===== config.mk =====
export PLATFORM = sky130hd
export DESIGN_NAME = sbc_top
export DESIGN_NICKNAME = d
export VERILOG_FILES = /design/src/hdl/sbc_pkg.sv /design/src/hdl/sbc_baud_div.sv /design/src/hdl/sbc_top.sv
export SDC_FILE = /design/constraint.sdc
export NUM_CORES = 1
export LEC_CHECK = 0
export ABC_CLOCK_PERIOD_IN_PS = 4800
export BUFFER_PORTS_ARGS = -buffer_cell sky130_fd_sc_hd__buf_2
export CAP_MARGIN = 20
export CORE_MARGIN = 3
export CORE_UTILIZATION = 57
export DETAILED_ROUTE_END_ITERATION = 6
export GPL_TIMING_DRIVEN = 0
export MAX_ROUTING_LAYER = met4
export PLACE_DENSITY = 0.91
export SYNTH_ARGS = -nofsm -noshare
export SYNTH_HDL_FRONTEND = slang
export SYNTH_SLANG_ARGS = --single-unit

===== constraint.sdc =====
create_clock -name core_clk -period 4.8 [get_ports core_clk]
set_clock_uncertainty 0.1 [all_clocks]
set_input_delay 0.96 -clock core_clk [delete_from_list [all_inputs] [get_ports core_clk]]
set_output_delay 0.96 -clock core_clk [all_outputs]
set_load 0.1 [all_outputs]

===== src/hdl/sbc_pkg.sv =====
// Package: register map, fields, modes and states of the serial baud/clock/init block
// Contract
// - Four address interrupt conditions: ninth bit, char match, both, match after break.
// - Synchronous mode allows only the plain character-match address interrupt.
// - Clock divide select clear divides bit clock by 16; set passes it undivided.
// - Two source bits make transmit clock pin an input, generator output or serial clock.
// - External receive clock used only when its enable bit is set; software matches divide select. The generator also counts it whenever CFG_BSRC is set.
// - Baud generator is a 16-bit divide-by-N counter feeding transmitter and/or receiver.
// - Divisor zero or one halts the divider with no output transitions.
// - On initialization the divisor loads into the counter at once.
// - Generator output has a 50 percent duty cycle for even divisors; the divider holds odd divisors high one cycle longer than low.
// - Generator can count the internal core clock.
// - Writing either divisor byte disables and resets generator, transmitter and receiver.
// - Writing the second divisor byte re-enables, loads the divisor and starts counting.
// - Incoming data and receive clock are synchronized to the core clock.
// - Carrier detect gates receive clock only in synchronous mode; polarity programmable.
// - Serial data input feeds the receiver shift path through its input synchronizer.
// - Address character equal to compare register raises an address match event.
// - Address enable bit with address mode bit selects among four conditions.
// - Generator may count the external receive clock instead of core clock.
package sbc_pkg;
	// ==========================================================
	// Register map (byte addresses)
	localparam logic [11:0] ADDR_DIV_HI = 12'h000;
	localparam logic [11:0] ADDR_DIV_LO = 12'h004;
	localparam logic [11:0] ADDR_CFG    = 12'h008;
	localparam logic [11:0] ADDR_SYNC   = 12'h00C;
	localparam logic [11:0] ADDR_ACR    = 12'h010;
	localparam logic [11:0] ADDR_STAT   = 12'h014;
	// ==========================================================
	// Reset value and minimum running divisor
	localparam logic [7:0]  RST_BYTE = 8'h00;
	localparam logic [15:0] DIV_MIN  = 16'h0002;
	// ==========================================================
	// config_control_reg fields
	localparam int CFG_CD   = 0;  // clock_divide_select
	localparam int CFG_TCA  = 1;  // tx_clock_source_bit_a
	localparam int CFG_TCB  = 2;  // tx_clock_source_bit_b
	localparam int CFG_XRX  = 3;  // ext_receive_clock_enable
	localparam int CFG_AEN  = 4;  // address_irq_enable
	localparam int CFG_AMB  = 5;  // address_mode_bit
	localparam int CFG_BSRC = 6;  // generator counts external receive clock
	// sync_input_control_reg fields
	localparam int SYN_SYNC_MODE_ENABLE = 0;  // sync_mode_enable
	localparam int SYN_DPOL = 1;  // carrier detect active high when set
	// status fields
	localparam int STA_RUN  = 0;
	localparam int STA_BRG  = 1;
	localparam int STA_AMF  = 2;
	// ==========================================================
	// Bit clock prescaler in x16 mode
	localparam logic [3:0] PRE_LAST = 4'hF;
	// Synchronized input lanes
	localparam int N_SYNC  = 4;
	localparam int LN_TXC  = 0;
	localparam int LN_RXC  = 1;
	localparam int LN_DCD  = 2;
	localparam int LN_SIN  = 3;
	// ==========================================================
	// Transmit clock pin roles {bit_a, bit_b}
	typedef enum logic [1:0] {
		TCS_NONE = 2'h0,  // pin unused, generator clocks transmitter
		TCS_BRG  = 2'h1,  // pin drives generator output
		TCS_IN   = 2'h2,  // pin is transmit clock input
		TCS_SCLK = 2'h3   // pin drives serial clock
	} sbc_tcs_t;
	// Address interrupt conditions {enable, mode}
	typedef enum logic [1:0] {
		AM_NINTH = 2'h0,
		AM_MATCH = 2'h1,
		AM_BOTH  = 2'h2,
		AM_BREAK = 2'h3
	} sbc_am_t;
	// Initialization sequencer
	typedef enum logic [2:0] {
		ST_HOLD = 3'b001,
		ST_LOAD = 3'b010,
		ST_RUN  = 3'b100
	} sbc_state_t;
endpackage


===== src/hdl/sbc_baud_div.sv =====
// Baud rate generator: 16-bit divide-by-N with toggling output
`timescale 1ns/100ps
module sbc_baud_div (
	input  wire logic        core_clk,  // Core clock
	input  wire logic        rst_b,     // Async reset, active low
	input  wire logic        clr,       // Hold counter cleared
	input  wire logic        load,      // Load divisor now
	input  wire logic        cnt_en,    // Input clock enable
	input  wire logic [15:0] divisor,   // Programmed N
	output logic             brg_out,   // Generator output level
	output logic             brg_tick   // Pulse at each counted rising output, none at load
);
	import sbc_pkg::*;

	logic [15:0] cnt;
	logic [15:0] next_cnt;
	logic        next_out;
	logic        next_tick;
	logic [15:0] lo_half;
	logic [15:0] hi_half;
	logic        div_ok;

	// Split the period into high and low halves
	assign lo_half = {1'b0, divisor[15:1]};
	assign hi_half = divisor - lo_half;
	assign div_ok  = (divisor >= DIV_MIN);

	// Next counter and output values
	always_comb begin
		next_cnt  = cnt;
		next_out  = brg_out;
		next_tick = 1'b0;
		if (clr) begin
			next_cnt = '0;
			next_out = 1'b0;
		end else if (load) begin
			next_cnt = hi_half;
			next_out = div_ok;
		end else if (cnt_en && div_ok) begin
			if (cnt <= 16'h0001) begin
				next_out  = ~brg_out;
				next_cnt  = brg_out ? lo_half : hi_half;
				next_tick = ~brg_out;
			end else begin
				next_cnt = cnt - 16'h0001;
			end
		end
	end

	// Register state
	always_ff @(posedge core_clk or negedge rst_b) begin
		if (!rst_b) begin
			cnt      <= '0;
			brg_out  <= 1'b0;
			brg_tick <= 1'b0;
		end else begin
			cnt      <= next_cnt;
			brg_out  <= next_out;
			brg_tick <= next_tick;
		end
	end

	// ==========================================================
	// Checks
	AST_DIV_HALT: assert property (@(posedge core_clk) disable iff (!rst_b)
		!div_ok && !load && !clr |=> $stable(brg_out))
		else $error("divider moved with divisor below two");
	AST_DIV_LOAD: assert property (@(posedge core_clk) disable iff (!rst_b)
		load && !clr |=> cnt == $past(hi_half))
		else $error("divisor not loaded on initialization");
	AST_DIV_TICK: assert property (@(posedge core_clk) disable iff (!rst_b)
		brg_tick |-> brg_out && !$past(brg_out))
		else $error("tick without rising output");
	COV_DIV_TICK: cover property (@(posedge core_clk) disable iff (!rst_b) brg_tick);
endmodule


===== src/hdl/sbc_top.sv =====
// Serial clocking, baud generation, init sequencing and address event selection
`timescale 1ns/100ps
module sbc_top (
	input  wire logic        core_clk,        // Core clock, 100 MHz
	input  wire logic        rst_b,           // Async reset, active low
	input  wire logic        psel,            // APB select
	input  wire logic        penable,         // APB enable
	input  wire logic        pwrite,          // APB write
	input  wire logic [11:0] paddr,           // APB byte address
	input  wire logic [31:0] pwdata,          // APB write data
	output logic [31:0]      prdata,          // APB read data
	output logic             pready,          // APB ready
	output logic             pslverr,         // APB error, unmapped
	input  wire logic        ext_receive_clock_pin,  // Remote receive clock
	input  wire logic        carrier_detect_gate,    // Remote carrier detect
	input  wire logic        serial_data_input,      // Remote serial data
	input  wire logic        tx_clk_pin_in,   // Transmit clock pin level
	output logic             tx_clk_pin_out,  // Transmit clock pin drive
	output logic             tx_clk_pin_oe,   // Transmit clock pin enable
	output logic             serial_reset,    // Tx/Rx logic held in reset
	output logic             rx_shift_en,     // Receiver bit strobe
	output logic             tx_shift_en,     // Transmitter bit strobe
	output logic             rx_data_bit,     // Synchronized serial data
	input  wire logic        rx_char_valid,   // Receiver char complete
	input  wire logic [7:0]  rx_char,         // Received character
	input  wire logic        rx_ninth_bit,    // Received address bit
	input  wire logic        rx_break,        // Break detected pulse
	output logic             addr_match_evt   // Address event pulse
);
	import sbc_pkg::*;

	// ==========================================================
	// Registers and state
	logic [7:0]  div_hi, div_lo, cfg, syn, address_compare_reg;
	logic [7:0]  next_div_hi, next_div_lo, next_cfg, next_syn, next_acr;
	logic        amf, next_amf;
	sbc_state_t  state, next_state;
	logic [31:0] next_prdata;
	logic        wr_acc, rd_setup, hit, wr_div;
	logic        brg_out, brg_tick, brg_en;
	logic [N_SYNC-1:0] sync1, sync2, sync3;
	logic        rxc_rise, txc_rise, dcd_act, gate_ok, rx_src, tx_src;
	logic        sync_mode;
	sbc_tcs_t    tcs;
	logic [3:0]  rx_pre, tx_pre, next_rx_pre, next_tx_pre;
	logic        next_rx_en, next_tx_en;
	logic        brk_armed, next_brk_armed, next_evt, char_eq;
	logic        next_pin_out, next_pin_oe;
	sbc_am_t     amode;

	// ==========================================================
	// APB decode: zero-wait, one access edge
	assign pready   = 1'b1;
	assign wr_acc   = psel && penable && pwrite;
	assign rd_setup = psel && !penable;
	assign hit      = (paddr == ADDR_DIV_HI) || (paddr == ADDR_DIV_LO) ||
	                  (paddr == ADDR_CFG) || (paddr == ADDR_SYNC) ||
	                  (paddr == ADDR_ACR) || (paddr == ADDR_STAT);
	assign pslverr  = psel && penable && !hit;
	assign wr_div   = wr_acc && ((paddr == ADDR_DIV_HI) || (paddr == ADDR_DIV_LO));

	// Register writes and sticky address flag
	always_comb begin
		next_div_hi = div_hi;
		next_div_lo = div_lo;
		next_cfg    = cfg;
		next_syn    = syn;
		next_acr    = address_compare_reg;
		next_amf    = amf;
		if (wr_acc) begin
			case (paddr)
				ADDR_DIV_HI: next_div_hi = pwdata[7:0];
				ADDR_DIV_LO: next_div_lo = pwdata[7:0];
				ADDR_CFG:    next_cfg    = pwdata[7:0];
				ADDR_SYNC:   next_syn    = pwdata[7:0];
				ADDR_ACR:    next_acr    = pwdata[7:0];
				ADDR_STAT:   next_amf    = amf && !pwdata[STA_AMF];
				default:     next_amf    = amf;
			endcase
		end
		if (addr_match_evt) begin
			next_amf = 1'b1;
		end
	end

	// Read data captured in the setup cycle
	always_comb begin
		next_prdata = prdata;
		if (rd_setup) begin
			case (paddr)
				ADDR_DIV_HI: next_prdata = {24'h000000, div_hi};
				ADDR_DIV_LO: next_prdata = {24'h000000, div_lo};
				ADDR_CFG:    next_prdata = {24'h000000, cfg};
				ADDR_SYNC:   next_prdata = {24'h000000, syn};
				ADDR_ACR:    next_prdata = {24'h000000, address_compare_reg};
				ADDR_STAT:   next_prdata = {29'h0000000, amf, brg_out, (state == ST_RUN)};
				default:     next_prdata = 32'h00000000;
			endcase
		end
	end

	always_ff @(posedge core_clk or negedge rst_b) begin
		if (!rst_b) begin
			div_hi <= RST_BYTE;
			div_lo <= RST_BYTE;
			cfg    <= RST_BYTE;
			syn    <= RST_BYTE;
			address_compare_reg    <= RST_BYTE;
			amf    <= 1'b0;
			prdata <= 32'h00000000;
		end else begin
			div_hi <= next_div_hi;
			div_lo <= next_div_lo;
			cfg    <= next_cfg;
			syn    <= next_syn;
			address_compare_reg    <= next_acr;
			amf    <= next_amf;
			prdata <= next_prdata;
		end
	end

	// ==========================================================
	// Initialization sequencer
	always_comb begin
		next_state = state;
		case (state)
			ST_HOLD: next_state = state;
			ST_LOAD: next_state = ST_RUN;
			ST_RUN:  next_state = state;
			default: next_state = ST_HOLD;
		endcase
		if (wr_div) begin
			next_state = ST_HOLD;
		end
		if (wr_acc && (paddr == ADDR_DIV_LO)) begin
			next_state = ST_LOAD;
		end
	end

	always_ff @(posedge core_clk or negedge rst_b) begin
		if (!rst_b) begin
			state <= ST_HOLD;
		end else begin
			state <= next_state;
		end
	end

	assign serial_reset = (state != ST_RUN);

	// ==========================================================
	// Input synchronizers, one lane per pin
	genvar gi;
	for (gi = 0; gi < N_SYNC; gi++) begin : g_sync
		logic pin_raw;
		always_comb begin
			case (gi)
				LN_TXC:  pin_raw = tx_clk_pin_in;
				LN_RXC:  pin_raw = ext_receive_clock_pin;
				LN_DCD:  pin_raw = carrier_detect_gate;
				default: pin_raw = serial_data_input;
			endcase
		end
		always_ff @(posedge core_clk or negedge rst_b) begin
			if (!rst_b) begin
				sync1[gi] <= 1'b0;
				sync2[gi] <= 1'b0;
				sync3[gi] <= 1'b0;
			end else begin
				sync1[gi] <= pin_raw;
				sync2[gi] <= sync1[gi];
				sync3[gi] <= sync2[gi];
			end
		end
	end

	// Edge detection and carrier gating on settled stages
	assign rxc_rise    = sync2[LN_RXC] && !sync3[LN_RXC];
	assign txc_rise    = sync2[LN_TXC] && !sync3[LN_TXC];
	assign sync_mode   = syn[SYN_SYNC_MODE_ENABLE];
	assign dcd_act     = sync2[LN_DCD] ~^ syn[SYN_DPOL];
	assign gate_ok     = !sync_mode || dcd_act;
	assign rx_data_bit = sync2[LN_SIN];
	assign tcs         = sbc_tcs_t'({cfg[CFG_TCA], cfg[CFG_TCB]});

	// ==========================================================
	// Baud generator, core clock or external receive clock
	assign brg_en = cfg[CFG_BSRC] ? rxc_rise : 1'b1;

	sbc_baud_div u_div (
		.core_clk (core_clk),
		.rst_b    (rst_b),
		.clr      (state == ST_HOLD),
		.load     (state == ST_LOAD),
		.cnt_en   (brg_en && (state == ST_RUN)),
		.divisor  ({div_hi, div_lo}),
		.brg_out  (brg_out),
		.brg_tick (brg_tick)
	);

	// Bit clock sources
	assign rx_src = !serial_reset && (cfg[CFG_XRX] ? (rxc_rise && gate_ok) :
	                (brg_tick && !cfg[CFG_BSRC]));
	assign tx_src = !serial_reset && ((tcs == TCS_IN) ? txc_rise : brg_tick);

	// Prescalers: x16 with clock divide select clear, undivided when set
	always_comb begin
		next_rx_pre = rx_pre;
		next_tx_pre = tx_pre;
		next_rx_en  = 1'b0;
		next_tx_en  = 1'b0;
		if (serial_reset) begin
			next_rx_pre = '0;
			next_tx_pre = '0;
		end else begin
			if (rx_src) begin
				next_rx_pre = rx_pre + 4'h1;
				next_rx_en  = cfg[CFG_CD] || (rx_pre == PRE_LAST);
			end
			if (tx_src) begin
				next_tx_pre = tx_pre + 4'h1;
				next_tx_en  = cfg[CFG_CD] || (tx_pre == PRE_LAST);
			end
		end
	end

	// Transmit clock pin role
	always_comb begin
		case (tcs)
			TCS_BRG: begin
				next_pin_out = brg_out;
				next_pin_oe  = 1'b1;
			end
			TCS_SCLK: begin
				next_pin_out = serial_reset ? 1'b1 : brg_out;
				next_pin_oe  = 1'b1;
			end
			default: begin
				next_pin_out = 1'b0;
				next_pin_oe  = 1'b0;
			end
		endcase
	end

	always_ff @(posedge core_clk or negedge rst_b) begin
		if (!rst_b) begin
			rx_pre         <= '0;
			tx_pre         <= '0;
			rx_shift_en    <= 1'b0;
			tx_shift_en    <= 1'b0;
			tx_clk_pin_out <= 1'b0;
			tx_clk_pin_oe  <= 1'b0;
		end else begin
			rx_pre         <= next_rx_pre;
			tx_pre         <= next_tx_pre;
			rx_shift_en    <= next_rx_en;
			tx_shift_en    <= next_tx_en;
			tx_clk_pin_out <= next_pin_out;
			tx_clk_pin_oe  <= next_pin_oe;
		end
	end

	// ==========================================================
	// Address event selection; synchronous mode forces char match
	assign amode   = sync_mode ? AM_MATCH :
	                 sbc_am_t'({cfg[CFG_AEN], cfg[CFG_AMB]});
	assign char_eq = (rx_char == address_compare_reg);

	always_comb begin
		next_brk_armed = brk_armed;
		next_evt       = 1'b0;
		if (serial_reset) begin
			next_brk_armed = 1'b0;
		end else begin
			if (rx_char_valid) begin
				case (amode)
					AM_NINTH: next_evt = rx_ninth_bit;
					AM_MATCH: next_evt = char_eq;
					AM_BOTH:  next_evt = char_eq && rx_ninth_bit;
					AM_BREAK: next_evt = char_eq && brk_armed;
					default:  next_evt = 1'b0;
				endcase
				next_brk_armed = 1'b0;
			end
			if (rx_break && !sync_mode) begin
				next_brk_armed = 1'b1;
			end
		end
	end

	always_ff @(posedge core_clk or negedge rst_b) begin
		if (!rst_b) begin
			brk_armed      <= 1'b0;
			addr_match_evt <= 1'b0;
		end else begin
			brk_armed      <= next_brk_armed;
			addr_match_evt <= next_evt;
		end
	end

	// ==========================================================
	// Checks
	AST_WR_RESET: assert property (@(posedge core_clk) disable iff (!rst_b)
		wr_div |=> serial_reset)
		else $error("divisor write did not reset interface");
	AST_LO_RUN: assert property (@(posedge core_clk) disable iff (!rst_b)
		wr_acc && paddr == ADDR_DIV_LO ##1 !wr_div |=> !serial_reset)
		else $error("low byte write did not restart interface");
	AST_CD_UNDIV: assert property (@(posedge core_clk) disable iff (!rst_b)
		rx_src && cfg[CFG_CD] |=> rx_shift_en)
		else $error("undivided mode lost a bit clock");
	AST_X16: assert property (@(posedge core_clk) disable iff (!rst_b)
		rx_shift_en && !$past(cfg[CFG_CD]) |-> rx_pre == 4'h0)
		else $error("x16 strobe off the prescaler wrap");
	AST_DCD_GATE: assert property (@(posedge core_clk) disable iff (!rst_b)
		sync_mode && cfg[CFG_XRX] && !dcd_act |-> !rx_src ##1 !rx_shift_en)
		else $error("receive clock passed closed carrier gate");
	AST_TX_IN: assert property (@(posedge core_clk) disable iff (!rst_b)
		tcs == TCS_IN |=> !tx_clk_pin_oe)
		else $error("transmit clock pin driven in input role");
	AST_SYNC_MATCH: assert property (@(posedge core_clk) disable iff (!rst_b)
		sync_mode && rx_char_valid && !char_eq |=> !addr_match_evt)
		else $error("sync mode event without character match");
	AST_NINTH: assert property (@(posedge core_clk) disable iff (!rst_b)
		!serial_reset && amode == AM_NINTH && rx_char_valid && rx_ninth_bit
		|=> addr_match_evt)
		else $error("ninth bit event missed");
	AST_FLAG: assert property (@(posedge core_clk) disable iff (!rst_b)
		addr_match_evt |=> amf)
		else $error("address flag not set");
	COV_INIT: cover property (@(posedge core_clk) disable iff (!rst_b)
		state == ST_LOAD ##1 state == ST_RUN);
	COV_EVT: cover property (@(posedge core_clk) disable iff (!rst_b) addr_match_evt);
	COV_X16: cover property (@(posedge core_clk) disable iff (!rst_b)
		rx_shift_en && !cfg[CFG_CD]);
endmodule


==> out/metrics.csv <==
metric;value;unit
crit-path cells;buf_2 > buf_1 > clkbuf_1 > a21oi_1 > nor2_1 > buf_2;
hold path start;sync1[2];
DRC violations left;0;
post-CTS sizing;0;
overall routing resource usage;28.44;%
Worst-path clk slew;0.10;ns
Ant. Diodes;0;
normalized max-slew margin;41.62;%
Overall Power;1.609;mW
hpwl dp;12430;µm
Hold Crit Class;reg -> reg;
slowest stage delay, CP;0.43;ns
grt total ovfl;0;
Seq/Total Area, Yosys;38.53;%
outcome;finished clean;
setup TNS;0;ns
most frequent cells in the layout;93 x dfrtp_1, 60 x buf_2, 55 x nand2_1;
port bufs;54;
RSZ-0062 raised after global routing;false;
sw power;0.4629;mW
CTS Buffer Depth;2;
Final ANT Viol Nets;0;
drt wl/cell;18.18;µm
Root Driver;clkbuf_8;
Slowest-stage cell, CP;buf_2;
switch share;28.76;%
post-synthesis async set-or-reset flop share;100.0;%
Final period util;76.31;%
syn avg cell area;9.269;µm²
initial antenna violation count;0;
kind of critical path;in -> out;
Max-Cap Viols;0;
P_int;1.146;mW
post-synthesis cell count;659;
startpoint types;input port;
synth warn;0;
Gate power share;12.3;%
sequential power share;49.7;%
worst path required time;3.74;ns
Via density;6.151;
most frequent CP cell;buf_2;
TritonCTS clock tree;done;
leading cell type in the layout, fill and taps excluded;dfrtp_1;
Max Clock Freq;273.0;MHz
hold_ws;0.2601;ns
Clock Latency Late Sink;0.38;ns
Storage cell area;0.002354;mm²
drt pass-1 iters;7;
Worst Setup SP;paddr[4];
Clock power frac;38.0;%
Reg with most FFs;u_div.cnt;
fraction of layout instances using a drive strength above 1;19.92;%
area grow syn2layout;12.84;%
Crit Path Max Fanout;10;
most used flip-flop cell after synthesis;dfrtp_1;
crit end category;output pin;
post-CTS setup buffers;0;
Core Util, Final;66.47;%
total CTS buffers;9;
Die Y;109.5;µm
Fillers;800;
Hold Vio Cnt, Final;0;
H-tree depth;3;
area occupied by multi-input gates;0.003390;mm²
Cell Pwr Density;233.5;mW/mm²
starting density of the core;58.90;%
LEAKAGE;3.400;nW
largest net degree at the start of global routing;67;
Critical Path AT;2.60;ns
initial drt markers;436;
max reg flops;16;
Critical R2R Launch;div_lo[1];
Core Area;0.01037;mm²
vias in the first global route;5157;
EDFF count, synth;0;
gpl congestion;0.9846;
hold buffer count at cts;0;
via count;5468;
synth unique cells;74;
max-slew violations;0;
Peak VDD IR;0.3162;mV
io pins;105;
Die W;109.5;µm
die area;0.01199;mm²
Setup-failing EPs final;0;
row cnt;37;
final wirelength;16160;µm
worst slew pin tran;0.8683;ns
first-pass GRT wire length;25740;µm
Mapped Area;0.006108;mm²
#FFs+latches synth;94;
nets;844;
Clock Sinks;94;
Tmin final;3.663;ns
[kinds of logic (layout without fill, tap and decap cells)]
family | Yosys count | after routing | share of synthesized area [%]
and+or+nand+nor | 213 | 213 | 18.91
AOI/OAI and AO/OA | 164 | 164 | 16.92
DFF | 94 | 94 | 38.53
buffers and inverters | 85 | 156 | 7.394
muxes | 42 | 42 | 7.579
adders and majority gates | 32 | 32 | 6.678
xor gates and xnor gates | 27 | 27 | 3.871
other | 2 | 25 | 0.1229
[stage by stage]
stage	worst slack (ns)	cell area, µm²	instances
floorplan	0.7703	6195	682
global placement	1.187	6635	872
detailed placement	1.168	6665	873
CTS	1.157	6893	889
global route	1.050	6893	889
finish	1.137	6893	889
[layout make-up]
cell class | instances | area share, %
multi-input combinational | 503 | 49.17
sequential | 94 | 34.14
buffer | 52 | 4.756
timing repair buffer | 55 | 4.357
tap | 136 | 2.469
clock buffer | 9 | 1.797
inverter | 33 | 1.797
clock inverter | 7 | 1.507
[Yosys cell counts (7+ instances only)]
master    number  share of area [%]
clkbuf_1      13               0.80
dfrtp_1       93                 38
a22oi_1        7               0.86
nor2_1        41                2.5
o22ai_1        7               0.72
a31oi_1       19                1.9
mux2_2        24                4.4
o21ai_0       41                3.4
mux2i_1       17                2.8
xnor2_1       11                1.6
xor2_1        16                2.3
nand2b_1      11                1.1
nor3_1        14                1.1
ha_1          31                6.3
buf_2          7               0.57
or3_1         10                1.0
nor2b_1       18                1.8
inv_1         33                2.0
and3_1         8               0.82
nand3_1       14                1.1
a21oi_1       33                2.7
nand2_1       55                3.4
o31ai_1        7               0.86
buf_4         25                3.1
[path summary, 6_finish.rpt]
check                           slack [ns]            end  depth (start not counted)
worst min register to register        0.26       sync2[2]                          0
worst min-delay path                  0.26       sync2[2]                          0
max in group asynchronous             3.56       sync3[1]                          2
worst max register to register        1.86  u_div.cnt[14]                          8
worst max-delay path                  1.14        pslverr                          6
min in group asynchronous             0.39      rx_pre[2]                          1
[critical path: cells and delay by family]
kind                   cells  cell delay (ns)
AOI/OAI and AO/OA          1             0.17
buffers and inverters      4             1.32
and+or+nand+nor            1             0.14
[per-layer routing]
| layer | share of wire [%] | track usage [%] | wire [µm] | vias to the layer above |
|---|---|---|---|---|
| li1 | - | - | - | 2482 |
| met1 | 41 | 37.15 | 6673 | 2657 |
| met2 | 49 | 44.38 | 7875 | 282 |
| met3 | 7.4 | 5.461 | 1204 | 47 |
| met4 | 2.5 | 10.33 | 410 | 0 |
| met5 | 0 | - | 0 | - |
[power groups by stage]
stage          Clock (mW)  Combinational (mW)  Sequential (mW)
2_1_floorplan           0               0.142            0.817
5_1_grt             0.655               0.211            0.800
3_3_place_gp            0               0.191            0.814
3_5_place_dp            0               0.197            0.815
4_1_cts             0.618               0.197            0.799
6_report            0.612               0.198            0.799
No activity file was read; power rests on OpenSTA's default activity.
